**src/hdl/ijcsr_pkg.sv**
```systemverilog
// Constants shared by the jumperless configuration and soft reset block
package ijcsr_pkg;
    // Register locations on the five-bit system address
    localparam logic [4:0] IO_BASE_ADDR_OFS   = 5'h12;
    localparam logic [4:0] JUMPERLESS_OFS     = 5'h13;
    localparam logic [4:0] SOFT_RESET_FIRST   = 5'h18;
    localparam logic [4:0] SOFT_RESET_LAST    = 5'h1F;
    // Jumperless setting field positions
    localparam int         IRQ_SELECT_LO_POS  = 6;
    localparam int         IRQ_SELECT_HI_POS  = 7;
    localparam int         BASE_SELECT_LO_POS = 0;
    localparam int         BASE_SELECT_HI_POS = 2;
    // Reset values
    localparam logic [7:0] JUMPERLESS_RST     = 8'h00;
    localparam logic [1:0] IRQ_SELECT_RST     = 2'h0;
    localparam logic [2:0] BASE_SELECT_RST    = 3'h0;
    localparam logic [7:0] RDATA_RST          = 8'h00;
    // Start of each 32-byte I/O window per base select code
    localparam logic [9:0] BASE_WIN_000       = 10'h260;
    localparam logic [9:0] BASE_WIN_001       = 10'h280;
    localparam logic [9:0] BASE_WIN_010       = 10'h2A0;
    localparam logic [9:0] BASE_WIN_011       = 10'h240;
    localparam logic [9:0] BASE_WIN_100_DFLT  = 10'h200;
    localparam logic [9:0] BASE_WIN_101       = 10'h320;
    localparam logic [9:0] BASE_WIN_110       = 10'h380;
    localparam logic [9:0] BASE_WIN_111       = 10'h300;
    // Length of the soft reset pulse to the sub-blocks
    localparam int         SOFT_RST_CYCLES    = 4;
    // Soft reset sequencer states
    typedef enum logic [0:0] {
        IJCSR_IDLE = 1'b0,
        IJCSR_BUSY = 1'b1
    } ijcsr_rst_state_t;
endpackage : ijcsr_pkg

```
**src/hdl/ijcsr_top.sv**
```systemverilog
// Jumperless setting register, base select stepping and soft reset group
// Behaviour
// - Jumperless setting reads back as a read-only byte, zero after reset.
// - Bits 7:6 report interrupt channel, 00 to 11 for the four channels.
// - Bits 2:0 select the I/O base window per the fixed decode table.
// - Eight reset locations are decoded and acted on only in ISA mode.
// - Any write to a reset location reinitialises the four LAN sub-blocks.
// - That write also resets internal registers except base and jumperless ones.
// - Each read of the base address register steps base select by one, unless an initialisation load in the same cycle wins.
module ijcsr_top #(
    parameter int           RST_CYCLES = ijcsr_pkg::SOFT_RST_CYCLES,
    parameter logic [9:0]   BASE_WIN_4 = ijcsr_pkg::BASE_WIN_100_DFLT
) (
    // Clock, reset and clock enable
    input  wire logic       CLK,
    input  wire logic       RST_B,
    input  wire logic       CE,
    // Mode straps
    input  wire logic       ISA_MODE,
    input  wire logic       JUMPERLESS_MODE,
    // Result of the jumperless initialisation
    input  wire logic       INIT_LOAD,
    input  wire logic [1:0] INIT_IRQ,
    input  wire logic [2:0] INIT_BASE,
    // Host register port
    input  wire logic [4:0] ADDR,
    input  wire logic       RD,
    input  wire logic       WR,
    input  wire logic [7:0] WDATA,
    output logic      [7:0] RDATA,
    // Configuration seen by the rest of the chip
    output logic      [1:0] IRQ_SELECT,
    output logic      [2:0] BASE_SELECT,
    output logic      [9:0] BASE_START,
    // Soft reset to sub-blocks and internal registers
    output logic            BM_RST,
    output logic            DLC_RST,
    output logic            CODEC_RST,
    output logic            XCVR_RST,
    output logic            REG_RST
);
    logic [1:0] irq_q;
    logic [2:0] base_q;
    logic [7:0] rdata_q;
    logic       res_hit;
    logic       base_rd;
    logic       soft_rst;

    // Reset group spans eight consecutive addresses
    function automatic logic is_reset_loc(input logic [4:0] a);
        return (a >= ijcsr_pkg::SOFT_RESET_FIRST) && (a <= ijcsr_pkg::SOFT_RESET_LAST);
    endfunction : is_reset_loc

    // Window start for a base select code
    function automatic logic [9:0] base_decode(input logic [2:0] s);
        case (s)
            3'h0:    return ijcsr_pkg::BASE_WIN_000;
            3'h1:    return ijcsr_pkg::BASE_WIN_001;
            3'h2:    return ijcsr_pkg::BASE_WIN_010;
            3'h3:    return ijcsr_pkg::BASE_WIN_011;
            3'h4:    return BASE_WIN_4;
            3'h5:    return ijcsr_pkg::BASE_WIN_101;
            3'h6:    return ijcsr_pkg::BASE_WIN_110;
            default: return ijcsr_pkg::BASE_WIN_111;
        endcase
    endfunction : base_decode

    // Qualified strobes; reset locations are dead outside ISA mode
    assign res_hit = CE && WR && ISA_MODE && is_reset_loc(ADDR);
    assign base_rd = CE && RD && (ADDR == ijcsr_pkg::IO_BASE_ADDR_OFS);

    // Interrupt channel: loaded only by initialisation, never by host write
    always_ff @(posedge CLK or negedge RST_B) begin
        if (!RST_B) begin
            irq_q <= ijcsr_pkg::IRQ_SELECT_RST;
        end else if (CE && INIT_LOAD) begin
            irq_q <= INIT_IRQ;
        end
    end

    // Base select: soft reset deliberately leaves it alone
    always_ff @(posedge CLK or negedge RST_B) begin
        if (!RST_B) begin
            base_q <= ijcsr_pkg::BASE_SELECT_RST;
        end else if (CE && INIT_LOAD) begin
            base_q <= INIT_BASE;
        end else if (base_rd) begin
            base_q <= base_q + 3'h1;
        end
    end

    // Read data registered; internal read path is cleared by soft reset
    always_ff @(posedge CLK or negedge RST_B) begin
        if (!RST_B) begin
            rdata_q <= ijcsr_pkg::RDATA_RST;
        end else if (CE) begin
            if (soft_rst) begin
                rdata_q <= ijcsr_pkg::RDATA_RST;
            end else if (RD && ADDR == ijcsr_pkg::JUMPERLESS_OFS) begin
                rdata_q <= {irq_q, 3'h0, base_q};
            end else if (RD) begin
                rdata_q <= ijcsr_pkg::RDATA_RST;   // Base register reads mean nothing
            end
        end
    end

    // One stretcher feeds every sub-block so they leave reset together
    ijcsr_rst_pulse #(
        .CYCLES (RST_CYCLES)
    ) u_rst (
        .clk    (CLK),
        .rst_b  (RST_B),
        .ce     (CE),
        .trig   (res_hit),
        .pulse  (soft_rst)
    );

    // Outputs
    assign RDATA       = rdata_q;
    assign IRQ_SELECT  = irq_q;
    assign BASE_SELECT = base_q;
    assign BASE_START  = base_decode(base_q);
    assign BM_RST      = soft_rst;
    assign DLC_RST     = soft_rst;
    assign CODEC_RST   = soft_rst;
    assign XCVR_RST    = soft_rst;
    assign REG_RST     = soft_rst;

    // Assertions
    jl_reset_zero_a: assert property (@(posedge CLK)
        $rose(RST_B) |-> (irq_q == 2'h0 && base_q == 3'h0))
        else $error("jumperless fields not zero after reset");

    irq_field_a: assert property (@(posedge CLK) disable iff (!RST_B)
        (CE && RD && ADDR == ijcsr_pkg::JUMPERLESS_OFS && !soft_rst)
        |=> RDATA[7:6] == $past(irq_q))
        else $error("irq field wrong on read");

    base_decode_a: assert property (@(posedge CLK) disable iff (!RST_B)
        (base_q == 3'h3 |-> BASE_START == 10'h240)
        and (base_q == 3'h6 |-> BASE_START == 10'h380))
        else $error("base window decode wrong");

    no_rst_nonisa_a: assert property (@(posedge CLK) disable iff (!RST_B)
        (CE && WR && !ISA_MODE && !soft_rst) |=> !soft_rst)
        else $error("soft reset outside ISA mode");

    // Pulse lasts four enabled cycles and then drops, unless a later reset write
    // or a cycle with clock enable low has stretched it
    soft_rst_len_a: assert property (@(posedge CLK) disable iff (!RST_B)
        (res_hit && !soft_rst && RST_CYCLES == 4) |=> soft_rst [*4] ##1
        (!soft_rst || $past(res_hit) || $past(res_hit, 2) || $past(res_hit, 3)
         || $past(res_hit, 4) || !$past(CE) || !$past(CE, 2) || !$past(CE, 3) || !$past(CE, 4)))
        else $error("soft reset pulse length wrong");

    keep_base_a: assert property (@(posedge CLK) disable iff (!RST_B)
        (res_hit && !INIT_LOAD && !base_rd) |=> base_q == $past(base_q))
        else $error("base select lost on soft reset");

    base_step_a: assert property (@(posedge CLK) disable iff (!RST_B)
        (base_rd && !INIT_LOAD) |=> base_q == $past(base_q) + 3'h1)
        else $error("base select did not advance");

    jl_write_ign_a: assert property (@(posedge CLK) disable iff (!RST_B)
        (!INIT_LOAD && !base_rd) |=> $stable(irq_q) && $stable(base_q))
        else $error("jumperless changed without cause");

    unused_zero_a: assert property (@(posedge CLK) disable iff (!RST_B)
        RDATA[5:3] == 3'h0)
        else $error("unused bits not zero");

    // Fresh interrupt and base codes land in the register one cycle after the load
    init_load_a: assert property (@(posedge CLK) disable iff (!RST_B)
        (CE && INIT_LOAD) |=> (irq_q == $past(INIT_IRQ) && base_q == $past(INIT_BASE)))
        else $error("initialisation result not captured");

    // Base select field of a jumperless read carries the code seen at the read
    base_field_a: assert property (@(posedge CLK) disable iff (!RST_B)
        (CE && RD && ADDR == ijcsr_pkg::JUMPERLESS_OFS && !soft_rst)
        |=> RDATA[2:0] == $past(base_q))
        else $error("base field wrong on read");

    // Remaining window codes except 100, held against the fixed table rather than the package
    base_window_a: assert property (@(posedge CLK) disable iff (!RST_B)
        (base_q != 3'h0 || BASE_START == 10'h260)
        && (base_q != 3'h1 || BASE_START == 10'h280)
        && (base_q != 3'h2 || BASE_START == 10'h2A0)
        && (base_q != 3'h5 || BASE_START == 10'h320)
        && (base_q != 3'h7 || BASE_START == 10'h300))
        else $error("base window table wrong");

    // Reset writes are taken on the edge and the pulse starts at once
    rst_start_a: assert property (@(posedge CLK) disable iff (!RST_B)
        res_hit |=> soft_rst)
        else $error("soft reset did not start");

    // The interrupt channel survives a reset write just as the base select does
    keep_irq_a: assert property (@(posedge CLK) disable iff (!RST_B)
        (res_hit && !INIT_LOAD) |=> irq_q == $past(irq_q))
        else $error("irq channel lost on soft reset");

    // Read path is one of the internal registers that a reset write clears
    rdata_clear_a: assert property (@(posedge CLK) disable iff (!RST_B)
        (CE && soft_rst) |=> RDATA == 8'h00)
        else $error("read data not cleared by soft reset");

    // Reads of the base register and of unmapped locations return zero
    read_zero_a: assert property (@(posedge CLK) disable iff (!RST_B)
        (CE && RD && ADDR != ijcsr_pkg::JUMPERLESS_OFS && !soft_rst) |=> RDATA == 8'h00)
        else $error("meaningless read not zero");

    // Read data stands between reads so a slow host still sees its byte
    rdata_hold_a: assert property (@(posedge CLK) disable iff (!RST_B)
        !(CE && (RD || soft_rst)) |=> $stable(RDATA))
        else $error("read data changed without a read");

    // Clock enable low freezes every register, the pulse stretcher included
    ce_freeze_a: assert property (@(posedge CLK) disable iff (!RST_B)
        !CE |=> ($stable(base_q) && $stable(irq_q) && $stable(soft_rst) && $stable(RDATA)))
        else $error("state moved with clock enable low");
endmodule : ijcsr_top

```
**src/hdl/ijcsr_rst_pulse.sv**
```systemverilog
// Soft reset pulse stretcher: holds its output for a fixed number of cycles
module ijcsr_rst_pulse #(
    parameter int CYCLES = ijcsr_pkg::SOFT_RST_CYCLES
) (
    // Clock and reset
    input  wire logic clk,
    input  wire logic rst_b,
    input  wire logic ce,
    // Trigger and stretched pulse
    input  wire logic trig,
    output logic      pulse
);
    localparam int CW = (CYCLES < 2) ? 1 : $clog2(CYCLES + 1);
    localparam logic [CW-1:0] LOAD = CW'(CYCLES);

    ijcsr_pkg::ijcsr_rst_state_t state_q;
    logic [CW-1:0]               cnt_q;

    // A new trigger while busy restarts the count so every write is honoured
    always_ff @(posedge clk or negedge rst_b) begin
        if (!rst_b) begin
            state_q <= ijcsr_pkg::IJCSR_IDLE;
            cnt_q   <= '0;
        end else if (ce) begin
            case (state_q)
                ijcsr_pkg::IJCSR_IDLE: begin
                    if (trig) begin
                        state_q <= ijcsr_pkg::IJCSR_BUSY;
                        cnt_q   <= LOAD;
                    end
                end
                ijcsr_pkg::IJCSR_BUSY: begin
                    if (trig) begin
                        cnt_q <= LOAD;
                    end else if (cnt_q == CW'(1)) begin
                        state_q <= ijcsr_pkg::IJCSR_IDLE;
                        cnt_q   <= '0;
                    end else begin
                        cnt_q <= cnt_q - CW'(1);
                    end
                end
                default: begin
                    state_q <= ijcsr_pkg::IJCSR_IDLE;
                    cnt_q   <= '0;
                end
            endcase
        end
    end

    // Output straight from state so it is glitch free
    assign pulse = (state_q == ijcsr_pkg::IJCSR_BUSY);
endmodule : ijcsr_rst_pulse

```
**config.mk**
```make
export PLATFORM = sky130hd
export DESIGN_NAME = ijcsr_top
export DESIGN_NICKNAME = d
export VERILOG_FILES = /design/src/hdl/ijcsr_pkg.sv /design/src/hdl/ijcsr_top.sv /design/src/hdl/ijcsr_rst_pulse.sv
export SDC_FILE = /design/constraint.sdc
export NUM_CORES = 1
export LEC_CHECK = 0
export ABC_AREA = 1
export BUFFER_PORTS_ARGS = -buffer_cell sky130_fd_sc_hd__buf_2
export CAP_MARGIN = 5
export CORE_UTILIZATION = 49
export CTS_BUF_LIST = sky130_fd_sc_hd__clkbuf_8
export CTS_CLUSTER_DIAMETER = 200
export DETAILED_ROUTE_END_ITERATION = 10
export PLACE_DENSITY = 0.87
export REMOVE_ABC_BUFFERS = 1
export SLEW_MARGIN = 20
export SYNTH_ARGS = -nofsm -noshare
export SYNTH_HDL_FRONTEND = slang
export SYNTH_SLANG_ARGS = --single-unit
```
**constraint.sdc**
```tcl
create_clock -name CLK -period 2.14 [get_ports CLK]
set_input_delay 0.321 -clock CLK [delete_from_list [all_inputs] [get_ports CLK]]
set_output_delay 0.321 -clock CLK [all_outputs]
set_load 0.01 [all_outputs]
```
==> results of run 1 <==
sequential cells by signal, summed over array words and instances, names as in the netlist:
signal       count
RDATA            5
BASE_SELECT      3
IRQ_SELECT       2
u_rst.cnt_q      3
u_rst.pulse      1
routing by layer:
layer | up-vias | track usage
li1 | 473 | -
met1 | 452 | 0.2436
met2 | 44 | 0.3944
met3 | 5 | 0.07308
met4 | 0 | 0.08571
met5 | - | 0
stage by stage:
step	cells	area [um^2]	hold slack, ns	setup WS [ns]
floorplan	131	918.4	0.02541	0.6366
global route	196	1190	0.3512	0.01849
global placement	191	1125	0.2298	0.5345
finish	196	1190	0.3229	0.2244
detailed placement	191	1125	0.2342	0.4910
CTS	196	1190	0.3162	0.2122
synth_stat cells, types with 2 or more instances:
cell type,instances
dfrtp_1,14
buf_4,13
a21oi_1,2
inv_1,17
ha_1,7
nand2_1,32
o21ai_1,7
nor2_2,2
conb_1,2
nor2_1,11
nand3_1,16
o21ai_0,3
nand2_2,6
cells by family (layout without fill, tap and decap cells):
| family | Yosys count | after routing | synth area share |
|---|---|---|---|
| compound gates | 15 | 15 | 0.08375 |
| fa+ha+maj | 7 | 7 | 0.08750 |
| buf+inv | 33 | 59 | 0.1800 |
| other cells | 2 | 9 | 0.007503 |
| flops | 14 | 14 | 0.3500 |
| simple gates | 67 | 67 | 0.2913 |
how the worst max path moves through the flow:
stage | start | endpoint | slack (ns) | cells past startpoint
2_1_floorplan | BASE_SELECT[0] | BASE_START[6] | 0.64 | 6
3_3_place_gp | BASE_SELECT[0] | BASE_START[6] | 0.53 | 7
3_5_place_dp | BASE_SELECT[0] | BASE_START[6] | 0.49 | 7
4_1_cts | BASE_SELECT[0] | BASE_START[6] | 0.21 | 7
5_1_grt | BASE_SELECT[0] | BASE_START[6] | 0.02 | 7
6_report | BASE_SELECT[0] | BASE_START[6] | 0.22 | 7
worst min-delay path: cells and delay by family:
family                 cells  cell delay [ns]
AOI/OAI and AO/OA          1             0.10
buffers and inverters      1             0.07
and+or+nand+nor            1             0.03
final cells by class:
cell class | count | area, um^2
Multi-Input combinational cell | 98 | 496.7
Inverter | 19 | 71.32
Sequential cell | 14 | 350.3
Tap cell | 25 | 31.28
Timing Repair Buffer | 36 | 185.2
Fill cell | 161 | 630.6
Clock buffer | 4 | 55.05
cells in the final DEF (no fill, tap or decap), types with 2 or more instances in the layout:
cell type	instances
o21ai_0	3
buf_2	35
nor2_1	11
a21oi_1	2
nand2_1	32
nor2_2	2
inv_1	17
conb_1	9
dfrtp_1	14
ha_1	7
clkbuf_8	4
nand3_1	16
nand2_2	6
o21ai_1	7
power by group:
| part | switching, W | internal (W) |
|---|---|---|
| combinational | 0.000312 | 0.000205 |
| clock | 0.000102 | 0.000163 |
| sequential | 0.0000722 | 0.000321 |
| total | 0.000486 | 0.000690 |
==> results.py, run 1 <==
metrics = {
    "synth": {
        "ys.warnings.count": 0,
        "synth.area.top_cells": "dfrtp_1 (35%), nand2_1 (12%), buf_4 (9.7%), ha_1 (8.8%), nand3_1 (8.0%)",
        "synth.avg_cell_area_um2": 7.253,
        "syn_inst": 138,
        "synth_edf_count": 0,
        "yosysTopAreaCell": "dfrtp_1",
        "netlist_area_um2": 1001,
        "yosys_register_bits": 14,
        "synthArstFlopShare": 1.000,
        "synth_seq_area_share": 0.3500,
        "netlist.area_leader.share": 0.3500,
        "synthDistinctLibCells": 19,
        "ys.flop_type": "dfrtp_1",
    },
    "critical_path": {
        "path_cells": "inv_1 -> ha_1 -> nor2_1 -> nand3_1 -> a21boi_0 -> inv_1 -> buf_2",
        "end_kind": "output pin",
        "critPathArrivalTime_ns": 1.59,
        "reg2reg_setup_slack_ns": 0.89,
        "critPathMostFrequentCell": "inv_1",
        "max_stage_delay_ns": 0.41,
        "rr_startpoint": "BASE_SELECT[1]",
        "slowest_stage": "dfrtp_1",
        "path_buf_inv": 3,
        "r2r-end": "BASE_SELECT[2]",
        "critPathMaxFanout": 5,
        "crit_family": "flip-flops",
        "critPathLaunchType": "flop",
        "crit_type": "reg2out",
        "r2r_cells": 5,
        "cp_data_required_time_ns": 1.82,
    },
    "route": {
        "avgRoutedWirePerCell_um": 10.98,
        "postRouteWirelength_um": 2152,
        "route.met3.wl_um": 136,
        "dr_total_vias": 974,
        "drt_iter0_drc": 25,
        "drt_first_pass_iters": 4,
        "avgViaCountPerCell": 4.969,
        "final_antenna_net_count": 0,
        "dr_wl_met2_um": 1090,
        "m1WireLength_um": 878,
        "dr.max_layer_used": "met4",
        "route.detailed.drc": 0,
    },
    "global_route": {
        "overflow": 0,
        "grt_pass1_wl_um": 3367,
        "grt_pass1_vias": 824,
        "grt_start_max_net_pins": 15,
        "grt_usage": 0.2219,
        "antenna_found_initial": 0,
    },
    "sta": {
        "fin_crit_ns": 1.916,
        "fmaxAchievable_ghz": 0.5220,
        "finClkSkew_ns": 0.0007302,
        "setup_tns_ns": 0,
        "setup_viol_count_final": 0,
        "slew_viol_final": 0,
        "hold_viol_final": 0,
        "rsz0062_at_grt": "no",
        "fin_crit_sh": 0.8951,
    },
    "clocking": {
        "h-tree-depth": 1,
        "cts.clk_slew.worst_paths_ns": 0.06,
        "cts_buffers": 3,
        "post_cts_buffers": 0,
        "insertion_delay_ns": 0.25,
        "ctsHoldBuffers": 1,
        "root_buffer": "clkbuf_8",
        "clock_path_buffers": 2,
        "cts_sinks": 14,
        "cts_tree": "yes",
        "cts_resized": 0,
    },
    "floorplan": {
        "design.die.area_um2": 2227,
        "io_pins": 54,
        "fp.dieH_um": 47.20,
        "initial_core_util": 0.5498,
        "fp.dieW_um": 47.20,
        "core_um2": 1821,
        "rows": 15,
    },
    "worst_hold_path": {
        "min_delay_path_depth": 3,
        "hold_end": "IRQ_SELECT[1]",
        "holdCritStartpoint": "INIT_IRQ[1]",
        "hold_class": "in2reg",
    },
    "finish": {
        "antenna_cells": 0,
        "syn_to_final_growth_pct": 18.87,
        "layout-drive-gt1-share": 0.2865,
        "final_core_util": 0.6536,
        "fin_nets": 205,
    },
    "placement": {
        "io_buffers": 35,
        "dp_hpwl_um": 1620,
        "gp_congestion": 0.8452,
    },
    "power": {
        "ir_worst_vdd_v": 0.0004877,
        "power_w": 0.001175,
        "powerDensity_nw_per_um2": 987.9,
        "p_leak_nw": 0.7039,
    },
    "status": {
        "status": "completed",
    },
    "run": {
        "cap_violations": 0,
    },
}
No activity file was read; power rests on OpenSTA's default activity.
==> run 2, diff against run 1 <==
- ABC_AREA: 1 -> unset
- CORE_UTILIZATION: 49 -> 48
- SETUP_SLACK_MARGIN: unset -> 0.1
- SLEW_MARGIN: 20 -> 0
==> results.py, run 2 <==
metrics = {
    "status": {
        "status": "completed",
    },
    "sta": {
        "rsz0062_at_grt": "no",
        "worst_pin_slew_ns": 0.6599,
        "setup_viol_count_final": 0,
        "hold_viol_final": 0,
        "fin_crit_sh": 0.8722,
        "fmaxAchievable_ghz": 0.5358,
        "fin_crit_ns": 1.866,
        "relSlewSlack": 0.5554,
        "slew_viol_final": 0,
        "finClkSkew_ns": 0.002692,
        "setup_tns_ns": 0,
    },
    "clocking": {
        "post_cts_buffers": 0,
        "cts_sinks": 14,
        "insertion_delay_ns": 0.24,
        "root_buffer": "clkbuf_8",
        "cts_buffers": 3,
        "cts_resized": 0,
        "cts_tree": "yes",
        "clock_path_buffers": 2,
        "cts.clk_slew.worst_paths_ns": 0.06,
        "h-tree-depth": 1,
        "ctsHoldBuffers": 1,
    },
    "synth": {
        "ys.flop_type": "dfrtp_1",
        "synthDistinctLibCells": 25,
        "yosysTopAreaCell": "dfrtp_1",
        "netlist_area_um2": 922.1,
        "synth_common_cells": "buf_4 (14), dfrtp_1 (14), ha_1 (7), inv_1 (7), nor2_1 (6)",
        "synthArstFlopShare": 1.000,
        "syn_inst": 91,
        "ys.warnings.count": 0,
        "synth_seq_area_share": 0.3799,
        "yosys_register_bits": 14,
        "synth.avg_cell_area_um2": 10.13,
        "netlist.area_leader.share": 0.3799,
        "synth_edf_count": 0,
        "synth.area.top_cells": "dfrtp_1 (38%), buf_4 (11%), ha_1 (9.5%), a22o_1 (4.7%), nand4bb_4 (3.0%)",
    },
    "critical_path": {
        "r2r-end": "BASE_SELECT[2]",
        "end_kind": "output pin",
        "crit_path_start": "BASE_SELECT[0]",
        "r2r_cells": 4,
        "crit_end": "BASE_START[6]",
        "reg2reg_setup_slack_ns": 0.33,
        "rr_startpoint": "BASE_SELECT[0]",
        "crit_type": "reg2out",
        "critPathMaxFanout": 7,
        "critPathLaunchType": "flop",
        "cp_data_required_time_ns": 1.82,
        "critPathArrivalTime_ns": 1.55,
    },
    "floorplan": {
        "initial_core_util": 0.5227,
        "core_um2": 1764,
        "io_pins": 54,
        "design.die.area_um2": 2100,
        "rows": 15,
        "fp.dieH_um": 45.83,
        "fp.dieW_um": 45.83,
    },
    "finish": {
        "fin_nets": 158,
        "final_common_cell": "buf_2",
        "layout-drive-gt1-share": 0.3629,
        "antenna_cells": 0,
        "final_cell_mix": "buf_2 (35), dfrtp_1 (14), conb_1 (9), inv_1 (7), ha_1 (7)",
        "largest_register_ff_count": 5,
        "syn_to_final_growth_pct": 20.90,
        "final_core_util": 0.6319,
        "fillers": 158,
    },
    "placement": {
        "gp_congestion": 0.7956,
        "dp_hpwl_um": 1413,
        "io_buffers": 35,
    },
    "route": {
        "dr_total_vias": 776,
        "drt_iter0_drc": 13,
        "route.detailed.drc": 0,
        "avgRoutedWirePerCell_um": 12.17,
        "drt_first_pass_iters": 4,
        "postRouteWirelength_um": 1813,
        "avgViaCountPerCell": 5.208,
        "final_antenna_net_count": 0,
    },
    "global_route": {
        "grt_usage": 0.1942,
        "grt_pass1_wl_um": 2822,
        "grt_pass1_vias": 668,
        "overflow": 0,
        "grt_start_max_net_pins": 15,
        "antenna_found_initial": 0,
    },
    "power": {
        "powerDensity_nw_per_um2": 880.1,
        "ir_worst_vdd_v": 0.0006106,
        "p_leak_nw": 0.6018,
    },
    "worst_hold_path": {
        "hold_class": "in2reg",
        "min_delay_path_depth": 2,
    },
    "run": {
        "cap_violations": 0,
    },
}
-- run 2: cell types whose count changed in the layout (fill, tap and decap cells not counted), moves of 3 or more --
cell,before,now
nand2_1,32,4
nand3_1,16,3
inv_1,17,7
o21ai_1,7,0
nand2_2,6,0
a22o_1,0,5
nor2_1,11,6
o31ai_1,0,3
-- run 2: how the worst min path moves through the flow --
stage | startpoint | to | slack, ns
finish | INIT_BASE[1] | BASE_SELECT[1] | 0.31
global route | INIT_IRQ[1] | IRQ_SELECT[1] | 0.31
CTS | INIT_IRQ[1] | IRQ_SELECT[1] | 0.31
detailed placement | RST_B | RDATA[1] | 0.23
global placement | RST_B | RDATA[1] | 0.22
floorplan | RST_B | BASE_SELECT[0] | 0.03
-- run 2: layout make-up --
| cell class | instances | area (um^2) | share of cell area |
|---|---|---|---|
| clock buffers | 4 | 55.05 | 0.04938 |
| well taps | 25 | 31.28 | 0.02806 |
| repair buffers | 36 | 185.2 | 0.1661 |
| flip-flops and latches | 14 | 350.3 | 0.3143 |
| multi-input cells | 63 | 466.7 | 0.4186 |
| inverters | 7 | 26.28 | 0.02357 |
-- run 2: critical path: stages, from the launching register on --
cell,delay [ns]
dfrtp_1,0.46
inv_1,0.10
ha_1,0.25
o31ai_1,0.24
o21ai_0,0.11
buf_2,0.15
-- run 2: logic make-up after synthesis --
family	count (synthesis)	share of synthesized area
adder cells (fa/ha/maj)	7	0.09498
buffers and inverters	21	0.1425
multiplexers	2	0.02442
other	2	0.008144
AND/OR/NAND/NOR	20	0.1520
AO/OA/AOI/OAI	25	0.1981
flip-flops	14	0.3799
-- run 2: metal layers --
metal / wire [um] / vias up / GRT usage
met5: 0 / - / 0
met4: 0 / 0 / 0.1000
met3: 131 / 0 / 0.03968
met2: 884 / 37 / 0.3343
met1: 798 / 369 / 0.2255
li1: - / 370 / -
-- run 2: where the power goes --
part | leakage (nW) | internal [W] | switching (W) | total (W)
Combinational | 0.399 | 0.000151 | 0.000179 | 0.000330
Sequential | 0.174 | 0.000318 | 0.0000738 | 0.000391
Clock | 0.0288 | 0.000163 | 0.0000970 | 0.000260
Total | 0.602 | 0.000632 | 0.000349 | 0.000981
-- run 2: metrics by stage --
step | setup WS (ns) | hold WS (ns) | power, W | cell area [um^2] | instances
after floorplan | 0.4525 | 0.02541 | 0.0005872 | 843.3 | 84
after global placement | 0.4291 | 0.2238 | 0.0007103 | 1050 | 144
after detailed placement | 0.3287 | 0.2328 | 0.0007258 | 1050 | 144
after CTS | 0.2721 | 0.3093 | 0.0009876 | 1115 | 149
after global routing | 0.1322 | 0.3105 | 0.001050 | 1115 | 149
final | 0.2735 | 0.3127 | 0.0009812 | 1115 | 149
